## config.mk

```make
export PLATFORM = sky130hd
export DESIGN_NAME = seepc_core
export DESIGN_NICKNAME = d
export VERILOG_FILES = /design/src/core/seepc_pkg.sv /design/src/core/seepc_sync.sv /design/src/core/seepc_core.sv
export VERILOG_INCLUDE_DIRS = /design/src /design/src/core
export SDC_FILE = /design/constraint.sdc
export NUM_CORES = 1
export LEC_CHECK = 0
export BUFFER_PORTS_ARGS = -buffer_cell sky130_fd_sc_hd__buf_2
export CORE_ASPECT_RATIO = 2
export CORE_MARGIN = 2
export CORE_UTILIZATION = 55
export DETAILED_ROUTE_END_ITERATION = 8
export MAX_ROUTING_LAYER = met4
export PLACE_DENSITY = 0.79
export SYNTH_ARGS = -nofsm -noshare
export SYNTH_HDL_FRONTEND = slang
export SYNTH_HIERARCHICAL = 1
export SYNTH_SLANG_ARGS = --single-unit
```

## constraint.sdc

```tcl
create_clock -name clk_sys -period 4.32 [get_ports clk_sys]
set_input_delay 0 -clock clk_sys [delete_from_list [all_inputs] [get_ports clk_sys]]
set_output_delay 0 -clock clk_sys [all_outputs]
set_load 0.02 [all_outputs]
```

## src/core/seepc_defs.svh

```systemverilog
`ifndef SEEPC_DEFS_SVH
`define SEEPC_DEFS_SVH

// Opcodes
`define SEEPC_OP_SET_LATCH 8'h06
`define SEEPC_OP_CLR_LATCH 8'h04
`define SEEPC_OP_STAT_RD 8'h05
`define SEEPC_OP_STAT_WR 8'h01
`define SEEPC_OP_ARR_RD 8'h03
`define SEEPC_OP_ARR_WR 8'h02

// Status byte field positions
`define SEEPC_SB_LOCK 7
`define SEEPC_SB_AREA_HI 3
`define SEEPC_SB_AREA_LO 2
`define SEEPC_SB_LATCH 1
`define SEEPC_SB_BUSY 0

// Bit counts
`define SEEPC_BYTE_BITS 8
`define SEEPC_ADDR_BITS 16

// Self-timed cycle, in us, and its cycle count at 100 MHz
`define SEEPC_WRITE_TIME_US 5
`define SEEPC_CLK_MHZ 100
`define SEEPC_WRITE_CYCLES (`SEEPC_WRITE_TIME_US * `SEEPC_CLK_MHZ)

`endif

```

## src/core/seepc_pkg.sv

```systemverilog
`default_nettype none
package seepc_pkg;
  // Phases of one selected transfer
  typedef enum logic [2:0] {
    SEEPC_OPCODE,
    SEEPC_WAIT_HIGH,
    SEEPC_STAT_OUT,
    SEEPC_STAT_DATA,
    SEEPC_ADDR,
    SEEPC_DATA,
    SEEPC_IGNORE
  } seepc_phase_t;

  typedef enum logic [1:0] {
    SEEPC_CMD_NONE,
    SEEPC_CMD_SET,
    SEEPC_CMD_CLR
  } seepc_latch_cmd_t;
endpackage
`default_nettype wire

```

## src/core/seepc_sync.sv

```systemverilog
`timescale 1ns/1ps
`default_nettype none
// Two-flop synchroniser; first stage is read by the second only
module seepc_sync (
  input wire logic clk_sys,
  input wire logic rst,
  input wire logic rst_val,
  input wire logic async_in,
  output logic sync_out
);
  logic meta;

  // Reset value chosen by the instantiation, a constant there
  always_ff @(posedge clk_sys) begin
    if (rst) begin
      meta <= rst_val;
      sync_out <= rst_val;
    end else begin
      meta <= async_in;
      sync_out <= meta;
    end
  end
endmodule
`default_nettype wire

```

## src/core/seepc_core.sv

```systemverilog
// Contract
// Opcodes 06h set latch, 04h clear latch, 05h read status.
// Opcodes 01h status write, 03h array read, 02h array write.
// Unknown opcode deselects; rest ignored until chip select rises.
// Latch must be set before writes; only set-latch sets it.
// Set-latch takes effect when chip select goes high.
// Clear-latch takes effect when chip select goes high.
// Latch clears at reset, clear-latch, status and array write completion.
// Status read accepted anytime; status byte repeats while clocks continue.
// Master should poll busy flag before new instructions during writes.
// Busy flag is 1 during a write cycle, else 0.
// Array and status writes rejected while latch is 0.
// Block-protect bits set only by status write; nonzero protects region.
// Lock 1 with guard low gives hardware mode; status writes refused.
// Status write ignores data bits 6, 5, 4, 1, 0.
// Status bits 6, 5, 4 always read 0.
// Chip select must rise right after eighth data bit, else discarded.
// Valid status write starts fixed busy cycle; latch clears at end.
// Old protection values stay in force until the cycle completes.
// Lock 0: status write accepted when latch set, any guard level.
// Lock 1: status write accepted only with guard high.
// Hardware mode entered in either order; left when guard goes high.
// Upper address bits beyond the variant's size are ignored.
// Protect field 00 none, 01 upper quarter, 10 half, 11 all.
// Writes accepted only if clock count is a multiple of eight.
// Status byte: lock b7, protect b3:b2, latch b1, busy b0.
// Decoding restarts at chip select fall; counter clears while high.
`timescale 1ns/1ps
`default_nettype none
`include "seepc_defs.svh"
module seepc_core #(
  parameter int WRITE_CYCLES = `SEEPC_WRITE_CYCLES,
  parameter int ADDR_WIDTH = 13,
  parameter logic [1:0] PROT_RESET = 2'b00,
  parameter logic LOCK_RESET = 1'b0
) (
  input wire logic clk_sys,
  input wire logic rst,
  input wire logic spi_clk,
  input wire logic spi_sel_n,
  input wire logic spi_din,
  input wire logic guard_n,
  output logic spi_dout,
  output logic spi_dout_oe,
  output logic write_cycle_busy,
  output logic write_latch_flag,
  output logic status_lock_flag,
  output logic [1:0] area_guard,
  output logic soft_guard_mode,
  output logic hard_guard_mode,
  output logic arr_rd_start,
  output logic [ADDR_WIDTH-1:0] arr_addr,
  output logic arr_wr_byte_valid,
  output logic [7:0] arr_wr_byte,
  output logic arr_wr_commit,
  output logic arr_wr_refused
);
  import seepc_pkg::*;

  localparam logic [15:0] ADDR_MASK = 16'((1 << ADDR_WIDTH) - 1);
  localparam int CNT_W = $clog2(WRITE_CYCLES + 1);

  logic clk_s, sel_n_s, din_s, guard_n_s;
  logic clk_d, sel_d;
  logic clk_rise, clk_fall, sel_fall, sel_rise;
  seepc_phase_t phase;
  logic [7:0] shreg;
  logic [2:0] bit_cnt;
  logic [3:0] byte_cnt;
  logic [15:0] addr_sh;
  logic [7:0] stat_sh;
  logic [7:0] pend_stat;
  logic arr_wr_ok;
  logic stat_wr_ok;
  logic [CNT_W-1:0] busy_cnt;
  logic busy_stat;
  logic [7:0] status_byte;
  logic [7:0] next_byte;
  logic [ADDR_WIDTH-1:0] masked_addr;
  logic addr_prot;
  logic stat_wr_allow;
  logic done_pulse;

  // Pins from the master and the guard pin cross into clk_sys here
  seepc_sync u_sync_clk (.clk_sys(clk_sys), .rst(rst), .rst_val(1'b0),
    .async_in(spi_clk), .sync_out(clk_s));
  seepc_sync u_sync_sel (.clk_sys(clk_sys), .rst(rst), .rst_val(1'b1),
    .async_in(spi_sel_n), .sync_out(sel_n_s));
  seepc_sync u_sync_din (.clk_sys(clk_sys), .rst(rst), .rst_val(1'b0),
    .async_in(spi_din), .sync_out(din_s));
  seepc_sync u_sync_grd (.clk_sys(clk_sys), .rst(rst), .rst_val(1'b1),
    .async_in(guard_n), .sync_out(guard_n_s));

  // Edge detection on synchronised copies; sel_d starts high so a
  // fall must be seen before the first selection
  always_ff @(posedge clk_sys) begin
    if (rst) begin
      clk_d <= 1'b0;
      sel_d <= 1'b1;
    end else begin
      clk_d <= clk_s;
      sel_d <= sel_n_s;
    end
  end
  assign clk_rise = clk_s & ~clk_d & ~sel_n_s;
  assign clk_fall = ~clk_s & clk_d & ~sel_n_s;
  assign sel_fall = ~sel_n_s & sel_d;
  assign sel_rise = sel_n_s & ~sel_d;

  // Status byte with unused bits tied low
  always_comb begin
    status_byte = 8'h00;
    status_byte[`SEEPC_SB_LOCK] = status_lock_flag;
    status_byte[`SEEPC_SB_AREA_HI] = area_guard[1];
    status_byte[`SEEPC_SB_AREA_LO] = area_guard[0];
    status_byte[`SEEPC_SB_LATCH] = write_latch_flag;
    status_byte[`SEEPC_SB_BUSY] = write_cycle_busy;
  end

  // Protection modes; hard mode is purely combinational on the
  // current lock and guard, so the order of setting does not matter
  assign hard_guard_mode = status_lock_flag & ~guard_n_s;
  assign soft_guard_mode = ~hard_guard_mode & (area_guard != 2'b00);
  assign stat_wr_allow = write_latch_flag & ~write_cycle_busy &
    (~status_lock_flag | guard_n_s);

  // Address decode ignores bits above the variant's range
  assign masked_addr = ADDR_WIDTH'(addr_sh & ADDR_MASK);
  always_comb begin
    case (area_guard)
      2'b01: addr_prot = masked_addr[ADDR_WIDTH-1 -: 2] == 2'b11;
      2'b10: addr_prot = masked_addr[ADDR_WIDTH-1];
      2'b11: addr_prot = 1'b1;
      default: addr_prot = 1'b0;
    endcase
  end

  // Byte just completed on this rising edge
  assign next_byte = {shreg[6:0], din_s};

  // Transfer sequencing, one phase per field of the instruction
  always_ff @(posedge clk_sys) begin
    if (rst || sel_n_s) begin
      phase <= SEEPC_OPCODE;
      bit_cnt <= 3'd0;
      byte_cnt <= 4'd0;
    end else if (clk_rise) begin
      bit_cnt <= bit_cnt + 3'd1;
      if (bit_cnt == 3'd7) begin
        if (byte_cnt != 4'hf)
          byte_cnt <= byte_cnt + 4'd1;
        case (phase)
          SEEPC_OPCODE: begin
            case (next_byte)
              `SEEPC_OP_SET_LATCH: phase <= SEEPC_WAIT_HIGH;
              `SEEPC_OP_CLR_LATCH: phase <= SEEPC_WAIT_HIGH;
              `SEEPC_OP_STAT_RD: phase <= SEEPC_STAT_OUT;
              `SEEPC_OP_STAT_WR: phase <= SEEPC_STAT_DATA;
              `SEEPC_OP_ARR_RD: phase <= SEEPC_ADDR;
              `SEEPC_OP_ARR_WR: phase <= SEEPC_ADDR;
              default: phase <= SEEPC_IGNORE;
            endcase
          end
          SEEPC_STAT_DATA: phase <= SEEPC_IGNORE;
          SEEPC_ADDR: begin
            if (byte_cnt == 4'd2)
              phase <= SEEPC_DATA;
          end
          default: phase <= phase;
        endcase
      end
    end
  end

  // Shift register and captured opcode context
  logic [7:0] opcode;
  always_ff @(posedge clk_sys) begin
    if (rst || sel_n_s) begin
      shreg <= 8'h00;
    end else if (clk_rise) begin
      shreg <= next_byte;
    end
  end
  always_ff @(posedge clk_sys) begin
    if (rst) begin
      opcode <= 8'h00;
    end else if (sel_fall) begin
      opcode <= 8'h00;
    end else if (clk_rise && phase == SEEPC_OPCODE && bit_cnt == 3'd7) begin
      opcode <= next_byte;
    end
  end

  // Address bytes, shifted in for both array commands
  always_ff @(posedge clk_sys) begin
    if (rst) begin
      addr_sh <= 16'h0000;
    end else if (clk_rise && phase == SEEPC_ADDR) begin
      addr_sh <= {addr_sh[14:0], din_s};
    end
  end
  assign arr_addr = masked_addr;

  // Array-side strobes to the storage sequencer
  always_ff @(posedge clk_sys) begin
    if (rst) begin
      arr_rd_start <= 1'b0;
      arr_wr_byte_valid <= 1'b0;
      arr_wr_byte <= 8'h00;
    end else begin
      arr_rd_start <= clk_rise && bit_cnt == 3'd7 && phase == SEEPC_ADDR &&
        byte_cnt == 4'd2 && opcode == `SEEPC_OP_ARR_RD && !write_cycle_busy;
      arr_wr_byte_valid <= clk_rise && bit_cnt == 3'd7 &&
        phase == SEEPC_DATA && opcode == `SEEPC_OP_ARR_WR;
      if (clk_rise && bit_cnt == 3'd7 && phase == SEEPC_DATA)
        arr_wr_byte <= next_byte;
    end
  end

  // Acceptance at chip select rise; the bit count must be on a byte
  // boundary and the write must still be allowed at that rise
  assign arr_wr_ok = opcode == `SEEPC_OP_ARR_WR && phase == SEEPC_DATA &&
    bit_cnt == 3'd0 && byte_cnt > 4'd3 && write_latch_flag &&
    !write_cycle_busy && !addr_prot;
  assign stat_wr_ok = opcode == `SEEPC_OP_STAT_WR && stat_wr_allow &&
    bit_cnt == 3'd0 && byte_cnt == 4'd2;

  // Status data byte; only lock and protect bits are taken
  always_ff @(posedge clk_sys) begin
    if (rst) begin
      stat_sh <= 8'h00;
    end else if (clk_rise && phase == SEEPC_STAT_DATA && bit_cnt == 3'd7) begin
      stat_sh <= next_byte;
    end
  end

  // Self-timed cycle; pend_stat holds new values until completion
  always_ff @(posedge clk_sys) begin
    if (rst) begin
      busy_cnt <= '0;
      write_cycle_busy <= 1'b0;
      busy_stat <= 1'b0;
      pend_stat <= 8'h00;
      arr_wr_commit <= 1'b0;
      arr_wr_refused <= 1'b0;
    end else begin
      arr_wr_commit <= 1'b0;
      arr_wr_refused <= 1'b0;
      if (sel_rise && (stat_wr_ok || arr_wr_ok)) begin
        write_cycle_busy <= 1'b1;
        busy_cnt <= CNT_W'(WRITE_CYCLES - 1);
        busy_stat <= stat_wr_ok;
        pend_stat <= stat_sh;
        arr_wr_commit <= arr_wr_ok;
      end else if (write_cycle_busy) begin
        if (busy_cnt == '0)
          write_cycle_busy <= 1'b0;
        else
          busy_cnt <= busy_cnt - CNT_W'(1);
      end
      if (sel_rise && opcode == `SEEPC_OP_ARR_WR && !arr_wr_ok)
        arr_wr_refused <= 1'b1;
    end
  end
  assign done_pulse = write_cycle_busy && busy_cnt == '0;

  // Non-volatile protection bits, updated only at cycle end
  always_ff @(posedge clk_sys) begin
    if (rst) begin
      status_lock_flag <= LOCK_RESET;
      area_guard <= PROT_RESET;
    end else if (done_pulse && busy_stat) begin
      status_lock_flag <= pend_stat[`SEEPC_SB_LOCK];
      area_guard <= {pend_stat[`SEEPC_SB_AREA_HI],
        pend_stat[`SEEPC_SB_AREA_LO]};
    end
  end

  // Write latch: set/clear executed at chip select rise
  always_ff @(posedge clk_sys) begin
    if (rst) begin
      write_latch_flag <= 1'b0;
    end else if (done_pulse) begin
      write_latch_flag <= 1'b0;
    end else if (sel_rise && phase == SEEPC_WAIT_HIGH && bit_cnt == 3'd0) begin
      if (opcode == `SEEPC_OP_SET_LATCH)
        write_latch_flag <= 1'b1;
      else if (opcode == `SEEPC_OP_CLR_LATCH)
        write_latch_flag <= 1'b0;
    end
  end

  // Status byte shifted out on falling edges, repeating each byte
  logic [7:0] out_sh;
  always_ff @(posedge clk_sys) begin
    if (rst || sel_n_s) begin
      out_sh <= 8'h00;
      spi_dout <= 1'b0;
      spi_dout_oe <= 1'b0;
    end else if (clk_fall && phase == SEEPC_STAT_OUT) begin
      spi_dout_oe <= 1'b1;
      if (bit_cnt == 3'd0) begin
        spi_dout <= status_byte[7];
        out_sh <= {status_byte[6:0], 1'b0};
      end else begin
        spi_dout <= out_sh[7];
        out_sh <= {out_sh[6:0], 1'b0};
      end
    end else if (phase == SEEPC_IGNORE) begin
      spi_dout_oe <= 1'b0;
    end
  end
endmodule
`default_nettype wire

```

# After elaboration in Yosys (flattened, before gate mapping)
# Index checks and enable logic that the tools add are counted.
dict set report word_totals {
  output_inout_bits 34
  ff_bits 101
  word_cells 154
  in_bits 6
}
dict set report op_classes {
  order_cmp 1
  n_addsub 3
  eq_ne 26
  n_reduce_logical 53
  bitwise_logic 21
  n_mux 17
}
# operator count
set op_table {}
lappend op_table {{8-bit by 3-bit equality test with 1-bit output (second input constant)} 5}
lappend op_table {{8-bit by 2-bit equality test with 1-bit output (second input constant)} 4}
lappend op_table {{1-bit logical AND} 29}
lappend op_table {{9-bit 2-to-1 mux} 3}
lappend op_table {{8-bit by 1-bit equality test with 1-bit output (second input constant)} 2}
lappend op_table {{3-bit equality test (second input constant)} 4}
lappend op_table {{3-bit case mux with 4 select lines} 1}
lappend op_table {{2-bit OR reduction} 6}
lappend op_table {{1-bit bitwise AND} 10}
lappend op_table {{1-bit inverter} 10}
lappend op_table {{9-bit zero test} 1}
lappend op_table {{1-bit 2-to-1 mux} 9}
lappend op_table {{3-bit case mux with 3 select lines} 1}
lappend op_table {{9-bit by 1-bit subtractor with 9-bit output (second input constant)} 1}
lappend op_table {{8-bit 2-to-1 mux} 1}
lappend op_table {{2-bit nonzero test} 4}
lappend op_table {{2-bit equality test (second input constant)} 3}
lappend op_table {{3-bit by 2-bit equality test with 1-bit output (second input constant)} 2}
lappend op_table {{3-bit zero test} 2}
lappend op_table {{2-bit AND reduction} 3}
lappend op_table {{4-bit by 1-bit adder with 4-bit output (second input constant)} 1}
lappend op_table {{4-bit by 2-bit equality test with 1-bit output (second input constant)} 1}
lappend op_table {{4-bit by 2-bit greater-than comparator with 1-bit output (second input constant)} 1}
lappend op_table {{4-bit inequality test (second input constant)} 1}
lappend op_table {{other kinds (13)} 16}

# Logic depth before layout (Yosys ltp)
dict set report logic_depth {
  word_depth 11
  ltp_mapped 8
  mapped_depth_nobuf 7
}

# Modules after synthesis
# Netlist, hierarchy kept.
# module area_per_inst_um2 cells_per_inst n_inst
set by_module_without_submodules {}
lappend by_module_without_submodules {seepc_core 3512.1 404 1}
lappend by_module_without_submodules {seepc_sync 62.6 4 4}

# Worst setup path before layout
# OpenSTA, ideal clock, no wires.
dict set report synth_timing {
  path_kind {reg2reg}
  from {register busy_cnt[0]}
  to {register busy_cnt[1]}
  t_required_ps 4250
  setup_ps 70
  t_arrival_ps 1709
  slack_ps 2540
  n_path_buf 0
  path_stages_with_launch 7
  path_cell_list {dfxtp_1 -> inv_1 -> ha_1 -> or3b_2 -> o21ai_1 -> mux2_2 -> a21oi_1}
}
dict set report synth_via {
  elab_chain_len 4
  word_cells_on_any_way 7
  classes_between {add/sub: 1; eq/ne: 1; mux: 3; reduce/logical: 2}
}
# item line
set synth_lines {}
lappend synth_lines {{start: declaration} seepc_core.sv:75} ;# logic [CNT_W-1:0] busy_cnt;
lappend synth_lines {{start signal: assignment} seepc_core.sv:251} ;# busy_cnt <= CNT_W'(WRITE_CYCLES - 1);
lappend synth_lines {{start signal: assignment} seepc_core.sv:259} ;# busy_cnt <= busy_cnt - CNT_W'(1);
lappend synth_lines {{9-bit by 1-bit subtractor with 9-bit output} seepc_core.sv:259}
lappend synth_lines {{9-bit 2-to-1 mux} seepc_core.sv:256} ;# if (busy_cnt == '0)
lappend synth_lines {{9-bit 2-to-1 mux} seepc_core.sv:255} ;# end else if (write_cycle_busy) begin
lappend synth_lines {{9-bit 2-to-1 mux} seepc_core.sv:249} ;# if (sel_rise && (stat_wr_ok || arr_wr_ok)) begin
# Several ways; a longest one is shown, not always the timed one. The select of a mux whose other input is x is not followed.
# A chain may end at the register's enable or synchronous reset.

# Final worst setup path
dict set report layout_timing {
  from {register u_sync_clk.sync_out}
  to {register stat_sh[2]}
}
dict set report layout_via {
  elab_chain_len 4
}
# item line
set layout_lines {}
lappend layout_lines {{start: declaration} seepc_sync.sv:9} ;# output logic sync_out
lappend layout_lines {{start signal: assignment} seepc_sync.sv:17} ;# sync_out <= rst_val;
lappend layout_lines {{start signal: assignment} seepc_sync.sv:20} ;# sync_out <= meta;
lappend layout_lines {{1-bit bitwise AND (2 in a row)} seepc_core.sv:105} ;# assign clk_rise = clk_s & ~clk_d & ~sel_n_s;
lappend layout_lines {{1-bit logical AND (2 in a row)} seepc_core.sv:232} ;# end else if (clk_rise && phase == SEEPC_STAT_DATA && bit_cnt == 3'd7) begin
lappend layout_lines {{end signal: assignment} seepc_core.sv:233} ;# stat_sh <= next_byte;
lappend layout_lines {{end: declaration} seepc_core.sv:71} ;# logic [7:0] stat_sh;
# No other way between the ends.

==> summary by stage <==
Timing
Setup violations remaining at the end of the flow were counted as 0. The worst slew margin relative to its limit is a little under a third. Hold timing on the final database bottoms out at a slack of 336 ps. For the final database, setup skew stands at around 2.8 ps. The final period utilization is 49.4%. The count of final hold-check violations is 0. Derived from the worst setup path, the maximum achievable clock frequency is around 470 MHz. Setup repair after global routing left no endpoint under its margin. The transition time at the pin with the least slew margin is 1050 ps. The max-slew violation total from the final report is 0.

The smallest clock period supported by the final layout is computed as 2130 ps. Once routing completed, OpenROAD measured the worst setup slack at 2190 ps. In the final timing run, aggregate negative setup slack is 0 ps.

Floorplanning
The row count is 42. The die footprint is between 0.007 and 0.008 mm². The die boundary width is about 62 µm.

The effective utilization at floorplan is 56.8%. The core outline area is roughly 0.0066 mm². The number of top-level pins is 40.

In this run the vertical extent of the chip is 121 µm.

Finish
The ratio of cells with drive above 1 in the final layout is 17.0%. The area of all placed cells without fillers is 0.00436 mm². The synthesis-to-finish area growth is 15.8%. The repair_antennas step left the layout with diodes totalling 0. The final net count is 474.

Outcome
The run finished with clean final reports.

Setup path
The most frequent cell on the critical path is sky130_fd_sc_hd__and3_1. Walking the worst path, the cells encountered are nor2b_1 > and3_1 > and3_1 > mux2i_1 > nor2_1. STA classifies the critical path startpoint as a flip-flop.

The data required time at the worst endpoint is around 4500 ps. The arrival time at the worst endpoint is approximately 2300 ps. The worst setup path is captured at a flip-flop.

Among cell families on the critical path, the largest total delay comes from simple AND/OR/NAND/NOR gates. The largest individual stage delay along the critical path comes from the cell sky130_fd_sc_hd__and3_1. The kind of critical path is reg2reg. In this run the worst path has a maximum fanout of 12. The largest stage delay on the critical path is 530 ps. The count of buffer and inverter cells on the critical path is 0.

Yosys
The synthesized design devotes to its leading area cell type 47.9% of total area. The biggest area contributor in the post-synthesis netlist is sky130_fd_sc_hd__dfxtp_1. The synthesized area per cell is approximately 9.0 µm². The cell count after synthesis came out at 420. Synthesis inferred 90 register bits. The synthesized cell area is 0.00376 mm². The number of distinct library cell variants in the gate-level netlist after synthesis is 52. Sorting the synthesized cells by area gives the leading types as sky130_fd_sc_hd__dfxtp_1 48%, sky130_fd_sc_hd__nand2_1 6.9%, sky130_fd_sc_hd__a21oi_1 5.9%.

Sequential cells were found to cover around 48% of the synthesized design area. The count of synthesis-stage warnings from yosys is 6.

Detailed routing
The count of nets left with antenna violations once routing finished came out at 0. The vias after detailed routing is 3112. The number of violations reported at the end of detailed-routing iteration 0 is 238. The via count normalized by instance count is 5.62.

In the routed design, unresolved DRC markers number 0. Summed over all layers, the routed wires come to 8.17 mm. The number of iterations in the first detailed-routing pass is 4. In the final routed layout, each cell accounts on average for 14.8 µm.

Clock tree
The post-CTS setup-driven buffer insertion count is 0. Counting the buffers created by CTS gives 9. The clock sink count is 90. Clock-pin slew was measured on the worst setup and hold paths at 60 ps.

The insertion delay to the later sink of the worst-skew pair is 340 ps. The buffer levels on the longest clock path is 2. TritonCTS built the clock tree. The cell sitting at the root of the clock tree is a sky130_fd_sc_hd__clkbuf_16. The deepest level of the CTS H-tree is 3.

Place
The port buffer count is 39. Prior to clock tree synthesis, the placed netlist has a worst setup slack of 2230 ps. Routability-driven placement finished with a final weighted congestion of 0.867. The placement-stage cell area is 0.00401 mm². Detailed placement finished with a half-perimeter wire length of 5.77 mm.

Power and ir drop
IR analysis of the VDD net gives a maximum drop of 296 µV. The leakage power total is 1.71 nW. Dividing total power by cell area gives a power density of 391 mW/mm².

Flow run
The count of max-cap constraint violations is 0.

GRT
The via count of the first global-routing pass was slightly below 3000. Global routing finished with a remaining overflow of 0. The largest net degree at the start of global routing is 61.

The global-route total usage across every layer is a little under a quarter. The number of antenna violations at the first check in global routing was 0. The wire length of the first global-routing pass is around 14 mm.

Hold path
The path type of the worst min-delay path is in2reg.
-- logic make-up (layout without fill, tap and decap cells) --
logic type / after synthesis / in the layout / synth area share, %
DFF: 90 / 90 / 47.9
other: 2 / 8 / 0.200
muxes: 29 / 29 / 8.01
buffers and inverters: 28 / 68 / 3.19
and+or+nand+nor: 186 / 186 / 25.0
adders and majority gates: 6 / 6 / 2.00
AOI/OAI and AO/OA: 74 / 74 / 12.5
xor gates and xnor gates: 5 / 5 / 1.16
-- power by group --
group | internal, mW | switching (mW) | total [mW] | leakage (nW)
registers | 0.841 | 0.0107 | 0.851 | 0.729
clock network | 0.491 | 0.298 | 0.789 | 0.152
logic | 0.0235 | 0.0395 | 0.0631 | 0.831
total | 1.36 | 0.348 | 1.70 | 1.71
-- layout by cell type, fill, tap and decap left out, types with 2 or more instances in the layout --
| master | n |
|---|---|
| sky130_fd_sc_hd__a211oi_1 | 4 |
| sky130_fd_sc_hd__a21o_1 | 3 |
| sky130_fd_sc_hd__a21oi_1 | 44 |
| sky130_fd_sc_hd__a311oi_1 | 4 |
| sky130_fd_sc_hd__a31oi_1 | 2 |
| sky130_fd_sc_hd__and3_1 | 4 |
| sky130_fd_sc_hd__buf_2 | 39 |
| sky130_fd_sc_hd__clkbuf_16 | 9 |
| sky130_fd_sc_hd__clkbuf_8 | 3 |
| sky130_fd_sc_hd__conb_1 | 8 |
| sky130_fd_sc_hd__dfxtp_1 | 90 |
| sky130_fd_sc_hd__dlygate4sd3_1 | 4 |
| sky130_fd_sc_hd__ha_1 | 6 |
| sky130_fd_sc_hd__inv_1 | 9 |
| sky130_fd_sc_hd__mux2_2 | 9 |
| sky130_fd_sc_hd__mux2i_1 | 20 |
| sky130_fd_sc_hd__nand2_1 | 69 |
| sky130_fd_sc_hd__nand2b_1 | 11 |
| sky130_fd_sc_hd__nand3_1 | 17 |
| sky130_fd_sc_hd__nand3b_1 | 3 |
| sky130_fd_sc_hd__nand4_1 | 2 |
| sky130_fd_sc_hd__nor2_1 | 39 |
| sky130_fd_sc_hd__nor2_2 | 2 |
| sky130_fd_sc_hd__nor2b_1 | 7 |
| sky130_fd_sc_hd__nor3_1 | 11 |
| sky130_fd_sc_hd__nor4_1 | 3 |
| sky130_fd_sc_hd__nor4b_1 | 3 |
| sky130_fd_sc_hd__o21ai_0 | 4 |
| sky130_fd_sc_hd__o221a_2 | 5 |
| sky130_fd_sc_hd__or3_1 | 2 |
| sky130_fd_sc_hd__xnor2_1 | 3 |
| sky130_fd_sc_hd__xor2_1 | 2 |
-- worst paths after layout --
| kind | startpoint | end | slack (ps) | depth (start not counted) |
|---|---|---|---|---|
| worst max-delay path | u_sync_clk/sync_out$_DFF_P_ | stat_sh[2]$_SDFFE_PP0P_ | 2190 | 5 |
| worst min-delay path | rst | clk_d$_SDFF_PP0_ | 340 | 2 |
| worst max register to register | u_sync_clk/sync_out$_DFF_P_ | stat_sh[2]$_SDFFE_PP0P_ | 2190 | 5 |
| worst min register to register | u_sync_clk/meta$_DFF_P_ | u_sync_clk/sync_out$_DFF_P_ | 450 | 1 |
-- worst register-to-register path, cell delays in order, from the launching register on --
cell	delay (ps)
sky130_fd_sc_hd__dfxtp_1	390
sky130_fd_sc_hd__nor2b_1	470
sky130_fd_sc_hd__and3_1	530
sky130_fd_sc_hd__and3_1	330
sky130_fd_sc_hd__mux2i_1	210
sky130_fd_sc_hd__nor2_1	50
-- metal layers --
metal | routed length [µm] | global-route usage, % | share of wire [%]
met4 | 429 | 16.8 | 5.2
met3 | 329 | 3.71 | 4.0
met1 | 3180 | 24.5 | 39
met2 | 4230 | 40.0 | 52
met5 | 0 | - | 0
-- layout make-up --
cell class | count | area, µm²
multi-input combinational | 308 | 1860
inverter | 9 | 33.8
tap | 88 | 110
clock buffer | 13 | 270
clock inverter | 2 | 35.0
sequential | 90 | 1800
timing repair buffer | 44 | 243
fill | 574 | 2260
-- sequential cells by signal (all words and copies together), names as in the netlist, 2 cells and up --
| name | cells |
|---|---|
| shreg | 7 |
| stat_sh | 3 |
| arr_wr_byte | 8 |
| addr_sh | 13 |
| pend_stat | 3 |
| busy_cnt | 9 |
| area_guard | 2 |
| phase | 3 |
| bit_cnt | 3 |
| out_sh | 7 |
| opcode | 8 |
| byte_cnt | 4 |
-- cell usage after synthesis, drive strengths merged --
library cell	n
o21a	1
a21o	4
nor4b	4
a31oi	2
xnor2	3
mux2i	20
nand4bb	1
and4b	1
nor4	4
inv	9
nand2	69
and3	4
clkbuf	12
a22oi	1
or2	1
dfxtp	90
conb	2
nor2b	7
or3b	1
a311oi	4
or4	1
nand3	17
nand2b	11
or3	3
a211oi	4
buf	7
or4b	1
o221a	5
nand3b	4
ha	6
nor3b	1
a21boi	1
nand4b	2
nor2	41
nand4	2
mux2	9
o21ai	5
o31ai	1
nor3	11
xor2	2
a21oi	46
-- metrics by stage --
stage          util, %  power [mW]  cells
6_report          65.8        1.70    554
3_5_place_dp      60.6       0.929    535
2_1_floorplan        -       0.913    426
5_1_grt           65.8        1.76    554
4_1_cts           65.8        1.72    554
3_3_place_gp      60.6       0.927    535
-- repair_timing --
| action | CTS | global route |
|---|---|---|
| resized for setup | 0 | 0 |
| hold buffers | 4 | 0 |
| hold endpoints to repair | 4 | 0 |
(Power assumes the default switching activity.)
